--- src/pmac_pkg.sv ---
package pmac_pkg;

  // ---------------------------------------------------------------------------
  // Register port geometry.
  // ---------------------------------------------------------------------------
  localparam int          ADDR_W          = 5;
  localparam int          DATA_W          = 16;
  localparam int          DAC_W           = 10;

  // ---------------------------------------------------------------------------
  // Register addresses; the four mode commands carry no data.
  // ---------------------------------------------------------------------------
  localparam logic [4:0]  ADR_ADC_CTRL    = 5'h01;
  localparam logic [4:0]  ADR_CHAN_SEL    = 5'h02;
  localparam logic [4:0]  ADR_OFFSET      = 5'h03;
  localparam logic [4:0]  ADR_DATA        = 5'h04;
  localparam logic [4:0]  ADR_DAC_A       = 5'h05;
  localparam logic [4:0]  ADR_DAC_B       = 5'h06;
  localparam logic [4:0]  ADR_STATUS      = 5'h07;
  localparam logic [4:0]  ADR_CMD_SLEEP   = 5'h1a;
  localparam logic [4:0]  ADR_CMD_STANDBY = 5'h1b;
  localparam logic [4:0]  ADR_CMD_IDLE    = 5'h1c;
  localparam logic [4:0]  ADR_CMD_RUN     = 5'h1d;

  // ---------------------------------------------------------------------------
  // ADC control field positions and reset values.
  // ---------------------------------------------------------------------------
  localparam int          CTL_START       = 0;
  localparam int          CTL_CAL         = 1;
  localparam int          CTL_RATE        = 2;
  localparam int          CTL_GAIN_LO     = 3;
  localparam int          CTL_POS_BUF     = 5;
  localparam int          CTL_NEG_BUF     = 6;
  localparam int          CTL_BIPOLAR     = 7;
  localparam logic [7:0]  ADC_CTRL_RST    = 8'h00;
  localparam logic [7:0]  CHAN_SEL_RST    = 8'h00;

  // ---------------------------------------------------------------------------
  // Conversion and clock output timing.
  // ---------------------------------------------------------------------------
  localparam int          CLK_HZ          = 200_000_000;
  localparam int          FIRST_RESULT_MS = 100;
  localparam int          RATE_SLOW_HZ    = 30;
  localparam int          RATE_FAST_HZ    = 60;
  localparam int          FIRST_CYC       = FIRST_RESULT_MS * (CLK_HZ / 1000);
  localparam int          SLOW_CYC        = CLK_HZ / RATE_SLOW_HZ;
  localparam int          FAST_CYC        = CLK_HZ / RATE_FAST_HZ;
  localparam int          CNT_W           = 25;
  localparam int          CLKOUT_HALF_CYC = 41;

  // ---------------------------------------------------------------------------
  // Switchable power blocks; always-on blocks are not listed.
  // ---------------------------------------------------------------------------
  typedef struct packed {
    logic low_vdd_mon;
    logic bias;
    logic pll;
    logic clk_out;
    logic supply_hi;
    logic dac_a;
    logic dac_b;
    logic bandgap;
    logic bg_buf;
    logic sig_det;
    logic adc_mux;
    logic adc_buf;
    logic adc;
  } pmac_pwr_t;

  localparam pmac_pwr_t   PWR_SLEEP       = 13'h0000;
  localparam pmac_pwr_t   PWR_STANDBY     = 13'h1f00;
  localparam pmac_pwr_t   PWR_IDLE        = 13'h1ffc;
  localparam pmac_pwr_t   PWR_RUN         = 13'h1fff;
  localparam pmac_pwr_t   PWR_WAKE_SET    = 13'h1f00;

  typedef enum logic [1:0] {MODE_SLEEP, MODE_STANDBY, MODE_IDLE, MODE_RUN} pmac_mode_t;

endpackage

--- src/pmac_core.sv ---
// The implementer's own choices: the address-and-strobe port and the address map.
`timescale 1ns/100ps
module pmac_core
  import pmac_pkg::*;
#(
  parameter int FIRST_CYCLES = FIRST_CYC,
  parameter int SLOW_CYCLES  = SLOW_CYC,
  parameter int FAST_CYCLES  = FAST_CYC
) (
  // Clock and reset.
  input  wire logic              clk,
  input  wire logic              srst,
  // Register port.
  input  wire logic [ADDR_W-1:0] addr,
  input  wire logic [DATA_W-1:0] wdata,
  input  wire logic              wr,
  input  wire logic              rd,
  output logic      [DATA_W-1:0] rdata,
  // Wake-up sources and converter sample, all from outside the clock domain.
  input  wire logic [1:0]        wake_n,
  input  wire logic              alarm,
  input  wire logic [DATA_W-1:0] adc_sample,
  // Power and converter controls.
  output pmac_pwr_t              pwr_en,
  output logic                   ext_supply_shutdown_out,
  output logic                   pll_clock_output,
  output logic                   pos_input_buffer_enable,
  output logic                   neg_input_buffer_enable,
  output logic                   bipolar_select,
  output logic      [1:0]        gain_sel,
  output logic      [7:0]        chan_sel,
  output logic                   data_ready,
  // DAC codes.
  output logic      [DAC_W-1:0]  first_force_dac,
  output logic      [DAC_W-1:0]  second_force_dac
);

  // ---------------------------------------------------------------------------
  // Parameter checks.
  // ---------------------------------------------------------------------------
  if (FIRST_CYCLES < 2 || FIRST_CYCLES >= (1 << CNT_W)) begin : g_chk_first
    $error("FIRST_CYCLES out of range");
  end
  if (SLOW_CYCLES < 2 || FAST_CYCLES < 2 || SLOW_CYCLES >= (1 << CNT_W)) begin : g_chk_rate
    $error("rate period out of range");
  end

  typedef enum logic [1:0] {ADC_OFF, ADC_CONV, ADC_CAL} pmac_adc_st_t;

  // ---------------------------------------------------------------------------
  // State.
  // ---------------------------------------------------------------------------
  pmac_mode_t          mode_q;            // Current power mode.
  pmac_pwr_t           pwr_q;             // Block power enables.
  pmac_adc_st_t        adc_st_q;          // Converter sequencer.
  logic [CNT_W-1:0]    cnt_q;             // Cycles left to the next result.
  logic [7:0]          ctrl_q;            // ADC control register.
  logic [7:0]          chan_q;            // Channel select register.
  logic [DATA_W-1:0]   offset_q;          // Offset, two's complement.
  logic [DATA_W-1:0]   data_q;            // Last corrected result.
  logic [DAC_W-1:0]    dac_a_q;           // First DAC code.
  logic [DAC_W-1:0]    dac_b_q;           // Second DAC code.
  logic [DATA_W-1:0]   rdata_q;           // Read data, one cycle after strobe.
  logic                drdy_q;            // Result written pulse.
  logic                clkout_q;          // Clock output level.
  logic [6:0]          fdiv_q;            // Clock output divider.
  logic [1:0]          wake_m_q;          // First synchroniser stage.
  logic [1:0]          wake_s_q;          // Synchronised wake lines.
  logic [1:0]          wake_d_q;          // Delayed for edge detect.
  logic                alarm_m_q;         // First synchroniser stage.
  logic                alarm_s_q;         // Synchronised alarm.
  logic                alarm_d_q;         // Delayed for edge detect.
  logic [DATA_W-1:0]   samp_m_q;          // First synchroniser stage.
  logic [DATA_W-1:0]   samp_s_q;          // Synchronised sample.

  // ---------------------------------------------------------------------------
  // Decoding.
  // ---------------------------------------------------------------------------
  function automatic logic hit(input logic [ADDR_W-1:0] a, input logic [4:0] r);
    hit = (a == r);
  endfunction

  function automatic logic [CNT_W-1:0] period(input logic fast);
    period = fast ? CNT_W'(FAST_CYCLES - 1) : CNT_W'(SLOW_CYCLES - 1);
  endfunction

  wire                 wr_sleep   = wr && hit(addr, ADR_CMD_SLEEP);
  wire                 wr_standby = wr && hit(addr, ADR_CMD_STANDBY);
  wire                 wr_idle    = wr && hit(addr, ADR_CMD_IDLE);
  wire                 wr_run     = wr && hit(addr, ADR_CMD_RUN);
  wire                 wr_mode    = wr_sleep || wr_standby || wr_idle || wr_run;
  wire                 wr_ctrl    = wr && hit(addr, ADR_ADC_CTRL);
  wire                 wr_offset  = wr && hit(addr, ADR_OFFSET);
  // A falling wake line or a rising alarm is one wake-up event.
  wire                 wake_evt   = |(wake_d_q & ~wake_s_q) || (alarm_s_q && !alarm_d_q);
  wire                 adc_on     = pwr_q.adc;
  wire                 cnt_done   = (cnt_q == '0);
  wire                 conv_done  = (adc_st_q == ADC_CONV) && cnt_done;
  wire                 cal_done   = (adc_st_q == ADC_CAL) && cnt_done;
  // A start write arms the sequencer; the calibration bit picks the kind.
  wire                 start_req  = wr_ctrl && wdata[CTL_START];
  wire [DATA_W-1:0]    corrected  = samp_s_q - offset_q;

  // ---------------------------------------------------------------------------
  // Input synchronisers.
  // ---------------------------------------------------------------------------
  // Each outside level passes two flops before any logic reads it.
  always_ff @(posedge clk) begin
    wake_m_q  <= wake_n;
    wake_s_q  <= wake_m_q;
    wake_d_q  <= wake_s_q;
    alarm_m_q <= alarm;
    alarm_s_q <= alarm_m_q;
    alarm_d_q <= alarm_s_q;
    samp_m_q  <= adc_sample;
    samp_s_q  <= samp_m_q;
  end

  // ---------------------------------------------------------------------------
  // Power mode and block enables.
  // ---------------------------------------------------------------------------
  // A mode command sets the whole map; a later command in the same cycle as
  // a wake-up wins, since it is the newer instruction.
  always_ff @(posedge clk) begin
    if (srst) begin
      mode_q <= MODE_STANDBY;
      pwr_q  <= PWR_STANDBY;
    end else if (wr_mode) begin
      if (wr_sleep) begin
        mode_q <= MODE_SLEEP;
        pwr_q  <= PWR_SLEEP;
      end else if (wr_standby) begin
        mode_q <= MODE_STANDBY;
        pwr_q  <= PWR_STANDBY;
      end else if (wr_idle) begin
        mode_q <= MODE_IDLE;
        pwr_q  <= PWR_IDLE;
      end else begin
        mode_q <= MODE_RUN;
        pwr_q  <= PWR_RUN;
      end
    end else if (wake_evt) begin
      // Support blocks come up; converter-side enables keep their state.
      pwr_q <= pwr_q | PWR_WAKE_SET;
      if (mode_q == MODE_SLEEP) begin
        mode_q <= MODE_STANDBY;
      end
    end
  end

  // ---------------------------------------------------------------------------
  // Host registers.
  // ---------------------------------------------------------------------------
  // Control register: hardware clears start and calibrate after a
  // calibration, but a host write in that cycle is newer and wins.
  always_ff @(posedge clk) begin
    if (srst) begin
      ctrl_q <= ADC_CTRL_RST;
    end else if (wr_ctrl) begin
      ctrl_q <= wdata[7:0];
    end else if (cal_done) begin
      ctrl_q[CTL_CAL]   <= 1'b0;
      ctrl_q[CTL_START] <= 1'b0;
    end
  end

  // Channel select and DAC codes are plain host-written registers.
  always_ff @(posedge clk) begin
    if (srst) begin
      chan_q  <= CHAN_SEL_RST;
      dac_a_q <= '0;
      dac_b_q <= '0;
    end else if (wr) begin
      if (hit(addr, ADR_CHAN_SEL)) begin
        chan_q <= wdata[7:0];
      end
      if (hit(addr, ADR_DAC_A)) begin
        dac_a_q <= wdata[DAC_W-1:0];
      end
      if (hit(addr, ADR_DAC_B)) begin
        dac_b_q <= wdata[DAC_W-1:0];
      end
    end
  end

  // Offset register: loaded by a calibration or by the host.
  always_ff @(posedge clk) begin
    if (srst) begin
      offset_q <= '0;
    end else if (cal_done) begin
      offset_q <= samp_s_q;
    end else if (wr_offset) begin
      offset_q <= wdata;
    end
  end

  // ---------------------------------------------------------------------------
  // Converter sequencer.
  // ---------------------------------------------------------------------------
  // The first result waits the settling time; later results follow at the
  // selected rate without another start. Power-down stops everything.
  always_ff @(posedge clk) begin
    if (srst) begin
      adc_st_q <= ADC_OFF;
      cnt_q    <= '0;
    end else if (!adc_on) begin
      adc_st_q <= ADC_OFF;
      cnt_q    <= '0;
    end else if (start_req) begin
      adc_st_q <= wdata[CTL_CAL] ? ADC_CAL : ADC_CONV;
      cnt_q    <= CNT_W'(FIRST_CYCLES - 1);
    end else begin
      case (adc_st_q)
        ADC_CONV: begin
          cnt_q <= cnt_done ? period(ctrl_q[CTL_RATE]) : cnt_q - 1'b1;
        end
        ADC_CAL: begin
          if (cnt_done) begin
            adc_st_q <= ADC_OFF;
          end else begin
            cnt_q <= cnt_q - 1'b1;
          end
        end
        default: begin
          cnt_q <= '0;
        end
      endcase
    end
  end

  // Result register with the offset removed, and its ready pulse.
  always_ff @(posedge clk) begin
    if (srst) begin
      data_q <= '0;
      drdy_q <= 1'b0;
    end else begin
      drdy_q <= conv_done && adc_on;
      if (conv_done && adc_on) begin
        data_q <= corrected;
      end
    end
  end

  // ---------------------------------------------------------------------------
  // Clock output divider, running only while enabled.
  // ---------------------------------------------------------------------------
  always_ff @(posedge clk) begin
    if (srst || !pwr_q.clk_out) begin
      fdiv_q   <= '0;
      clkout_q <= 1'b0;
    end else if (fdiv_q == 7'(CLKOUT_HALF_CYC - 1)) begin
      fdiv_q   <= '0;
      clkout_q <= !clkout_q;
    end else begin
      fdiv_q <= fdiv_q + 1'b1;
    end
  end

  // ---------------------------------------------------------------------------
  // Read path.
  // ---------------------------------------------------------------------------
  logic [DATA_W-1:0] rd_mux;
  always_comb begin
    case (addr)
      ADR_ADC_CTRL: rd_mux = {8'h00, ctrl_q};
      ADR_CHAN_SEL: rd_mux = {8'h00, chan_q};
      ADR_OFFSET:   rd_mux = offset_q;
      ADR_DATA:     rd_mux = data_q;
      ADR_DAC_A:    rd_mux = {6'h00, dac_a_q};
      ADR_DAC_B:    rd_mux = {6'h00, dac_b_q};
      ADR_STATUS:   rd_mux = {10'h000, adc_st_q, 2'h0, mode_q};
      default:      rd_mux = '0;
    endcase
  end

  // Read data stand only in the cycle after the strobe.
  always_ff @(posedge clk) begin
    if (srst) begin
      rdata_q <= '0;
    end else begin
      rdata_q <= rd ? rd_mux : '0;
    end
  end

  // ---------------------------------------------------------------------------
  // Outputs, each straight from a flop.
  // ---------------------------------------------------------------------------
  assign rdata                   = rdata_q;
  assign pwr_en                  = pwr_q;
  assign ext_supply_shutdown_out = pwr_q.supply_hi;
  assign pll_clock_output        = clkout_q;
  assign pos_input_buffer_enable = ctrl_q[CTL_POS_BUF];
  assign neg_input_buffer_enable = ctrl_q[CTL_NEG_BUF];
  assign bipolar_select          = ctrl_q[CTL_BIPOLAR];
  assign gain_sel                = ctrl_q[CTL_GAIN_LO +: 2];
  assign chan_sel                = chan_q;
  assign data_ready              = drdy_q;
  assign first_force_dac         = dac_a_q;
  assign second_force_dac        = dac_b_q;
endmodule // pmac_core

--- config.mk ---
export PLATFORM = sky130hd
export DESIGN_NAME = pmac_core
export DESIGN_NICKNAME = d
export VERILOG_FILES = /design/src/pmac_pkg.sv /design/src/pmac_core.sv
export SDC_FILE = /design/constraint.sdc
export NUM_CORES = 1
export LEC_CHECK = 0
export BUFFER_PORTS_ARGS = -buffer_cell sky130_fd_sc_hd__buf_2
export CORE_UTILIZATION = 45
export CTS_BUF_LIST = sky130_fd_sc_hd__clkbuf_4
export CTS_CLUSTER_DIAMETER = 30
export DETAILED_ROUTE_END_ITERATION = 8
export PLACE_DENSITY = 0.73
export SLEW_MARGIN = 20
export SYNTH_ARGS = -nofsm -noshare
export SYNTH_HDL_FRONTEND = slang
export SYNTH_SLANG_ARGS = --single-unit
--- constraint.sdc ---
create_clock -name clk -period 3.2 [get_ports clk]
set_clock_uncertainty 0.05 [all_clocks]
set_input_delay 0.48 -clock clk [delete_from_list [all_inputs] [get_ports clk]]
set_output_delay 0.48 -clock clk [all_outputs]
set_load 0.02 [all_outputs]
==> results of run 1 <==
worst max-delay path, delay by kind of cell (launching register included):
kind | cells | cell delay [ns]
AND/OR/NAND/NOR | 5 | 1.67
adder cells (fa/ha/maj) | 1 | 0.13
AO/OA/AOI/OAI | 1 | 0.27
buffers and inverters | 1 | 0.09
flip-flops | 1 | 0.36
power breakdown:
group,internal (W),switching (W),leakage [nW]
clock,0.000386,0.000770,0.135
combinational,0.000108,0.000156,1.83
sequential,0.00211,0.0000257,1.35
state kept, by name (all words and copies together) (netlist names):
register / count
adc_st_q: 2
alarm_d_q: 1
alarm_m_q: 1
alarm_s_q: 1
chan_sel: 8
cnt_q: 25
ctrl_q: 8
data_q: 16
data_ready: 1
fdiv_q: 7
first_force_dac: 10
mode_q: 2
offset_q: 16
pll_clock_output: 1
pwr_en: 3
rdata: 16
samp_m_q: 16
samp_s_q: 16
second_force_dac: 10
wake_d_q: 2
wake_m_q: 2
wake_s_q: 2
through the flow:
stage | setup WS (ns) | instances | instance area [sq um] | hold slack (ns) | utilization, %
after CTS | 0.558 | 1144 | 8210 | 0.0853 | 53.6
after floorplan | 0.916 | 811 | 7110 | 0.260 | -
after global placement | 0.608 | 1093 | 7760 | 0.262 | 50.7
after global routing | 0.249 | 1145 | 8210 | 0.0947 | 53.6
after detailed placement | 0.559 | 1093 | 7760 | 0.262 | 50.7
final | 0.564 | 1145 | 8210 | 0.111 | 53.6
final cells by class:
cell class                      count  share of cell area (%)
Antenna cell                        1                  0.0305
Clock buffer                       17                    1.55
Sequential cell                   166                    40.5
Multi-Input combinational cell    559                    41.5
Inverter                           36                    1.65
Timing Repair Buffer              140                    10.1
Tap cell                          211                    3.21
Clock inverter                     15                    1.54
worst min-delay path by stage:
stage | startpoint | end | cells past startpoint
3_3_place_gp | samp_m_q[11] | samp_s_q[11] | 0
2_1_floorplan | alarm_m_q | alarm_s_q | 0
4_1_cts | wdata[5] | first_force_dac[5] | 3
3_5_place_dp | samp_m_q[3] | samp_s_q[3] | 0
5_1_grt | wdata[9] | second_force_dac[9] | 3
6_report | wdata[9] | second_force_dac[9] | 3
metal layers:
metal	wire, um	track usage (%)	vias up
li1	-	-	3050
met1	8020	28.5	2878
met2	8620	38.1	205
met3	977	4.34	44
met4	626	13.6	0
met5	0	0	-
cell usage in the layout, fill, tap and decap left out, types with 3 or more instances in the layout:
cell type / synthesis / layout
nand2b_1: 11 / 11
nand3b_1: 7 / 7
xor2_1: 19 / 19
dlygate4sd3_1: 0 / 19
a21o_1: 3 / 3
inv_6: 0 / 3
or3_1: 5 / 5
clkbuf_4: 0 / 17
a22o_1: 3 / 3
a222oi_1: 5 / 5
a21oi_1: 85 / 85
buf_4: 14 / 13
xnor2_1: 20 / 20
clkinv_2: 0 / 4
nand3_1: 38 / 38
nor2_1: 88 / 88
nor4_1: 5 / 5
o21ai_0: 19 / 19
a22oi_1: 32 / 32
inv_1: 36 / 36
a211oi_1: 21 / 21
nor3_1: 11 / 10
a31oi_1: 11 / 11
mux2i_1: 23 / 23
dfxtp_1: 166 / 166
clkinvlp_4: 0 / 3
nand2_1: 88 / 88
ha_1: 21 / 21
buf_2: 3 / 108
or4_1: 4 / 4
kinds of logic (layout without fill, tap and decap cells):
kind of cell / count (synthesis) / count (layout) / share of synthesized area, %
fa+ha+maj: 22 / 22 / 3.98
compound gates: 195 / 195 / 17.2
xor+xnor: 39 / 39 / 4.80
mux: 23 / 23 / 3.24
flops: 166 / 166 / 46.7
simple gates: 280 / 280 / 18.6
buf+inv: 86 / 208 / 5.44
other cells: 0 / 1 / 0
==> key figures, run 1 <==
Outcome
  • Status: finished clean

Logic synthesis
  • Seq/Total Area, Yosys: 46.7%
  • Avg Cell Area, Syn: 8.77 sq um
  • Post-synth top cells: 166 x dfxtp_1, 88 x nand2_1, 88 x nor2_1
  • Ys async rst share: 0%
  • #FFs+latches synth: 166
  • Ys Warns: 0
  • Biggest area consumer among synthesized cells: dfxtp_1
  • Mapped Cells: 811
  • Syn nets: 877
  • Most numerous cell in the Yosys netlist: dfxtp_1
  • Library cells used by synthesis: 56
  • Largest cells by area after synthesis: dfxtp_1 47%, a21oi_1 6.0%, nand2_1 4.6%
  • Yosys top cell area share: 46.7%
  • Top FF cell, synth: dfxtp_1
  • Syn Std Cell Area: 0.00711 sq mm
  • EDFF count, synth: 0

Worst setup path
  • R2r setup slk: 0.56 ns
  • Reg2Reg Depth: 8
  • Cells along the critical path: inv_1, ha_1, nor4b_1, nand2_1, or4_4, nor3_4, nor2_1, a22o_1
  • Critical Path AT: 3.09 ns
  • CP endpoint: data_q[13]
  • Critical path class: reg2reg
  • Critical Path Start Type: flip-flop
  • Worst-path fanout max: 16
  • Start of the worst register-to-register path: cnt_q[0]
  • Worst path required time: 3.65 ns
  • Worst setup path startpoint: cnt_q[0]
  • Reg-to-reg critical path endpoint: data_q[13]
  • CP Capture Type: flip-flop
  • CP max stage delay: 0.51 ns
  • Critical-path top delay cell: nor3_4

Die
  • Chip height: 128 um
  • Row Count: 45
  • Die area: 0.0163 sq mm
  • IO Pins: 109
  • Die W: 128 um
  • Initial core utilization: 46.4%
  • Core footprint: 0.0153 sq mm

CTS
  • # resized after CTS: 0
  • Inserted Clock Buffers: 17
  • Worst-Skew Late Latency: 0.60 ns
  • CTS max path bufs: 2
  • Hold_buf cts: 19
  • CTS H-tree depth: 4
  • Clock tree from TritonCTS: built
  • Reg clk slew, reported paths: 0.15 ns
  • CTS sink cnt: 166
  • Setup bufs post-CTS: 0
  • Clock Tree Root: clkbuf_4

Global route
  • Total GRT Usage: 23.2%
  • Antenna violations before repair: 1
  • Gr ovfl total: 0
  • Vias in the first global route: 5,920
  • First-pass GRT wire length: 29,200 um
  • Largest net degree at the start of global routing: 60

Route
  • Via-per-instance ratio: 5.39
  • WL/cell: 15.9 um
  • Vias: 6,177
  • ANT nets after route: 0
  • DRC Markers: 0
  • Initial DRT Pass Iterations: 6
  • Final WL: 18,200 um
  • Drt initial violations: 545

Timing
  • RSZ-0062 raised after global routing: no
  • Slew Viols, Final: 0
  • Slew HR: 45.4%
  • Worst-Margin Slew: 0.816 ns
  • Setup TNS: 0 ns
  • Tmin final: 2.64 ns
  • Hold Vio Cnt, Final: 0
  • Tcrit/Tclk final: 82.4%
  • FMAX: 379 MHz
  • Final Setup Violations: 0

Place
  • DP Wirelength: 12,800 um
  • Routability cong.: 0.923
  • Port-buffer cells: 108

Final layout
  • Reg area: 0.00332 sq mm
  • Area occupied by multi-input gates: 0.00340 sq mm
  • Final Net Count: 986
  • Layout cells sized above 1: 17.5%
  • Area growth syn-to-layout: 15.5%
  • Number of fill cells in the layout: 1,439

Power
  • Leakage: 3.32 nW
  • Total Power: 0.00355 W
  • Cell Pwr Density: 433 mW/mm^2
  • VDD IR max: 0.350 mV

Run
  • Max-cap viol count: 0

Hold path
  • Hold/Removal Path Class: in2reg
(Power assumes the default switching activity.)
==> run 2, diff against run 1 <==
Clock period 3.2 ns to 2.57 ns, I/O delays scaled along.
==> run 2 against run 1 <==
  * Worst setup slack lost 0.32 ns
  * Die area did not move
  * Sequential share of layout area decreased by 0.80 points
  * Power is 30% higher
  * First-iteration DRC count decreased by 16%
  * Maximum frequency grew 13%
==> key figures, run 2 (synthesis results as in run 1) <==
Outcome
  • Status: finished clean

Worst setup path
  • CP Capture Type: flip-flop
  • Worst-path fanout max: 3
  • Critical Path AT: 2.81 ns
  • Reg2Reg Depth: 10
  • Critical Path Start Type: flip-flop
  • Worst path required time: 3.05 ns
  • Critical path class: reg2reg

Timing
  • Worst-Margin Slew: 0.618 ns
  • Tmin final: 2.33 ns
  • Final Setup Violations: 0
  • Hold Vio Cnt, Final: 0
  • Setup TNS: 0 ns
  • FMAX: 429 MHz
  • Tcrit/Tclk final: 90.6%
  • Slew HR: 58.8%
  • Slew Viols, Final: 0
  • RSZ-0062 raised after global routing: no

Global route
  • Vias in the first global route: 5,898
  • Total GRT Usage: 23.2%
  • Largest net degree at the start of global routing: 62
  • First-pass GRT wire length: 29,400 um
  • Gr ovfl total: 0
  • Antenna violations before repair: 1

Route
  • ANT nets after route: 0
  • WL/cell: 16.0 um
  • Drt initial violations: 457
  • Vias: 6,305
  • DRC Markers: 0
  • Via-per-instance ratio: 5.45
  • Final WL: 18,500 um
  • Initial DRT Pass Iterations: 8

CTS
  • CTS max path bufs: 2
  • Worst-Skew Late Latency: 0.59 ns
  • Reg clk slew, reported paths: 0.14 ns
  • CTS H-tree depth: 4
  • Inserted Clock Buffers: 17
  • Clock tree from TritonCTS: built
  • Setup bufs post-CTS: 0
  • Clock Tree Root: clkbuf_4
  • CTS sink cnt: 166

Place
  • Port-buffer cells: 108
  • DP Wirelength: 13,300 um
  • Routability cong.: 0.887

Die
  • Die W: 128 um
  • IO Pins: 109
  • Core footprint: 0.0153 sq mm
  • Die area: 0.0163 sq mm
  • Row Count: 45
  • Initial core utilization: 46.4%
  • Chip height: 128 um

Final layout
  • Commonest non-fill, non-tap cell in the layout: dfxtp_1
  • Final core occ: 54.7%
  • Final Net Count: 999
  • Layout cells sized above 1: 18.6%
  • Largest register FFs: 25
  • Commonest cells after routing, fill and taps aside: 166 x dfxtp_1, 108 x buf_2, 88 x nor2_1, 88 x nand2_1, 85 x a21oi_1
  • Top reg by flops: cnt_q
  • Area growth syn-to-layout: 17.8%

Run
  • Max-cap viol count: 0

Power
  • Leakage: 3.41 nW
  • VDD IR max: 0.316 mV
  • Cell Pwr Density: 549 mW/mm^2

Hold path
  • Hold/Removal Path Class: in2reg
  • WHS Path Cells: 3
## run 2: cell count changes in the layout (fill, tap and decap cells not counted), sizes merged
cell and change:
dlygate4sd3 +1, bufinv +2, clkbuf +2, inv -2, clkinv -2, clkinvlp -1, buf +12
## run 2: metrics by stage
step                      instance area [sq um]  std cells  worst slack, ns  hold WS [ns]  power [W]
after floorplan                            7110        811            0.381         0.260    0.00291
after global placement                     7870       1105            0.250         0.260    0.00302
after detailed placement                   7870       1105            0.210         0.262    0.00302
after CTS                                  8360       1156            0.163       0.00326    0.00463
after global routing                       8380       1156           0.0192       0.00699    0.00477
final                                      8380       1157            0.241        0.0338    0.00460
## run 2: where the power goes
part / internal [W] / total (W) / switching [W]
combinational: 0.000141 / 0.000339 / 0.000198
clock: 0.000691 / 0.00161 / 0.000921
sequential: 0.00262 / 0.00265 / 0.0000314
## run 2: routing by layer
layer	vias to the layer above	global-route usage [%]	share of wire (%)	routed length, um
met5	-	0	0	0
met4	0	9.90	2.6	481
met3	39	5.01	6.0	1110
met2	214	38.3	48	8840
met1	2977	29.5	44	8050
li1	3075	-	-	-
## run 2: cell type report
class,instances,area (sq um)
timing repair buffer,153,941
clock buffer,19,143
fill,1464,6940
multi-input combinational,559,3420
inverter,36,135
antenna,1,2.50
tap,211,264
sequential,166,3320
clock inverter,12,153
## run 2: worst paths after layout
check | from | to | slack (ns)
worst max register to register | samp_s_q[0] | data_q[14] | 0.24
worst max-delay path | samp_s_q[0] | data_q[14] | 0.24
worst min-delay path | wdata[6] | first_force_dac[6] | 0.03
worst min register to register | samp_m_q[8] | samp_s_q[8] | 0.27
## run 2: worst max-delay path, stage by stage (launching register included)
cell	delay (ns)
dfxtp_1	0.35
inv_1	0.04
ha_1	0.20
fa_1	0.40
nand2b_1	0.20
a21oi_1	0.21
o2111ai_1	0.22
a21oi_1	0.22
xor2_1	0.17
nand2_1	0.09
a21oi_2	0.12
## run 2: what timing repair did
action	in CTS	in global routing
endpoints found under the hold margin	22	0
hold buffers	20	0
setup endpoints to repair	0	14
gates resized for setup	0	3
==> run 3, diff against run 2 <==
Settings changed: BUFFER_PORTS_ARGS -buffer_cell sky130_fd_sc_hd__buf_2 to -buffer_cell sky130_fd_sc_hd__buf_4, TNS_END_PERCENT set to 10.
==> run 3 against run 2 <==
  * Cell count grew 0.69%
  * Non-clock buffer count is 7 higher
  * Maximum frequency is 3.7% lower
  * Critical path depth is 3 lower
  * Design area up 3.7%
  * Count of clock-buffer cells in the layout fell by 2
  * Power shrank 1.1%
  * Sequential share of layout area down 1.4 points
  * Die area did not move
  * Critical path type unchanged
==> key figures, run 3 (synthesis results as in run 1) <==
Outcome
  • Status: finished clean

Worst setup path
  • Reg2Reg Depth: 7
  • Start of the worst register-to-register path: cnt_q[16]
  • Worst path required time: 3.02 ns
  • Critical Path Start Type: flip-flop
  • CP Capture Type: flip-flop
  • Worst-path fanout max: 11
  • Critical Path AT: 2.87 ns
  • R2r setup slk: 0.15 ns
  • Critical path class: reg2reg
  • Reg-to-reg critical path endpoint: data_q[0]

Place
  • Routability cong.: 0.889
  • Port-buffer cells: 108
  • Dpl cells: 1,105
  • DP Wirelength: 13,300 um
  • Pre-CTS setup slack: 0.192 ns

Power
  • Leakage: 3.46 nW
  • Share of power burned in registers: 58.3%
  • Cell Pwr Density: 524 mW/mm^2
  • Clock power frac: 33.6%
  • VDD IR max: 0.375 mV
  • Net Sw Power: 0.00118 W
  • Sw frac: 25.9%
  • Internal power: 0.00338 W
  • Comb pwr share: 8.2%

Final layout
  • Largest register FFs: 25
  • Area growth syn-to-layout: 22.2%
  • Number of fill cells in the layout: 1,395
  • Final cell count without fillers: 1,165
  • Layout cells sized above 1: 18.5%
  • Top reg by flops: cnt_q
  • Final Net Count: 1,006
  • Commonest cells after routing, fill and taps aside: 166 x dfxtp_1, 133 x buf_4, 88 x nor2_1, 88 x nand2_1, 85 x a21oi_1
  • Commonest non-fill, non-tap cell in the layout: dfxtp_1

Route
  • Final WL: 18,500 um
  • DRC Markers: 0
  • Initial DRT Pass Iterations: 6
  • ANT nets after route: 0
  • Via-per-instance ratio: 5.47
  • Vias: 6,367
  • Drt initial violations: 537
  • WL/cell: 15.9 um

CTS
  • CTS sink cnt: 166
  • CTS H-tree depth: 4
  • Inserted Clock Buffers: 17
  • Clock tree from TritonCTS: built
  • Reg clk slew, reported paths: 0.14 ns
  • Clock Tree Root: clkbuf_4
  • CTS max path bufs: 2
  • Worst-Skew Late Latency: 0.58 ns

Die
  • Chip height: 128 um
  • Die W: 128 um
  • Row Count: 45
  • Initial core utilization: 46.4%
  • IO Pins: 109
  • Die area: 0.0163 sq mm
  • Core footprint: 0.0153 sq mm

Hold path
  • Worst Hold End: second_force_dac[0]
  • WHS Path Cells: 3
  • Hold/Removal Path Class: in2reg
  • Hold_sp: wdata[0]

Timing
  • Hold Vio Cnt, Final: 0
  • RSZ-0062 raised after global routing: yes
  • FMAX: 413 MHz
  • Worst-Margin Slew: 0.580 ns
  • Slew HR: 61.2%
  • Setup TNS: 0 ns
  • Slew Viols, Final: 0
  • Setup ws final: 0.151 ns
  • Final Setup Violations: 0
  • Tmin final: 2.42 ns
  • Tcrit/Tclk final: 94.1%

Global route
  • Antenna violations before repair: 1
  • First-pass GRT wire length: 30,100 um
  • Vias in the first global route: 6,080
  • Total GRT Usage: 23.7%
  • Gr ovfl total: 0
  • Largest net degree at the start of global routing: 45

Run
  • Max-cap viol count: 0
[run 3: power by group through the flow]
stage / registers, W / clock network, W / logic (W)
2_1_floorplan: 0.00271 / 0 / 0.000206
3_5_place_dp: 0.00271 / 0 / 0.000335
6_report: 0.00265 / 0.00153 / 0.000372
3_3_place_gp: 0.00271 / 0 / 0.000334
5_1_grt: 0.00266 / 0.00168 / 0.000406
4_1_cts: 0.00265 / 0.00156 / 0.000369
[run 3: layout make-up]
class                      instances  area (sq um)  share of cell area [%]
sequential                       166          3320                    38.3
clock inverter                    15           155                    1.79
timing repair buffer             160          1270                    14.6
multi-input combinational        559          3410                    39.3
clock buffer                      17           128                    1.47
antenna                            1          2.50                  0.0288
tap                              211           264                    3.04
inverter                          36           135                    1.56
[run 3: how the worst max path moves through the flow]
stage / slack [ns] / end / cells past startpoint / start
finish: 0.15 / data_q[0] / 7 / cnt_q[16]
global route: -0.03 / data_q[1] / 7 / cnt_q[16]
CTS: 0.16 / data_q[1] / 7 / cnt_q[16]
detailed placement: 0.19 / data_q[0] / 7 / cnt_q[16]
global placement: 0.22 / data_q[1] / 7 / cnt_q[16]
floorplan: 0.38 / offset_q[10] / 7 / addr[4]
[run 3: critical path, stage by stage, from the launching register on]
cell	delay (ns)
dfxtp_1	0.36
nor4_2	0.33
nand4b_1	0.24
or4_4	0.63
nor3_4	0.26
buf_4	0.24
nor2_1	0.06
a211oi_1	0.20
[run 3: per-layer routing]
metal  share of wire (%)  vias to the layer above  global-route usage [%]  routed length (um)
li1                    -                     3088                       -                   -
met1                  43                     2996                    29.8                7900
met2                  48                      248                    39.6                8910
met3                 6.7                       35                    5.18                1250
met4                 2.5                        0                    9.13                 461
met5                   0                        -                       0                   0
[run 3: through the flow]
stage	util (%)	instance area (sq um)	hold WS, ns	power [W]
6_report	56.7	8690	0.0573	0.00455
5_1_grt	56.7	8690	0.0108	0.00475
4_1_cts	56.7	8680	0.00708	0.00458
3_5_place_dp	53.1	8130	0.262	0.00305
3_3_place_gp	53.1	8130	0.260	0.00304
2_1_floorplan	-	7110	0.260	0.00291
[run 3: timing repair]
action | 4_1_cts | 5_1_grt
endpoints found under the hold margin | 36 | 0
hold buffers | 27 | 0
gates resized for setup | 0 | 1
setup endpoints to repair | 0 | 4
buffers inserted | 0 | 0
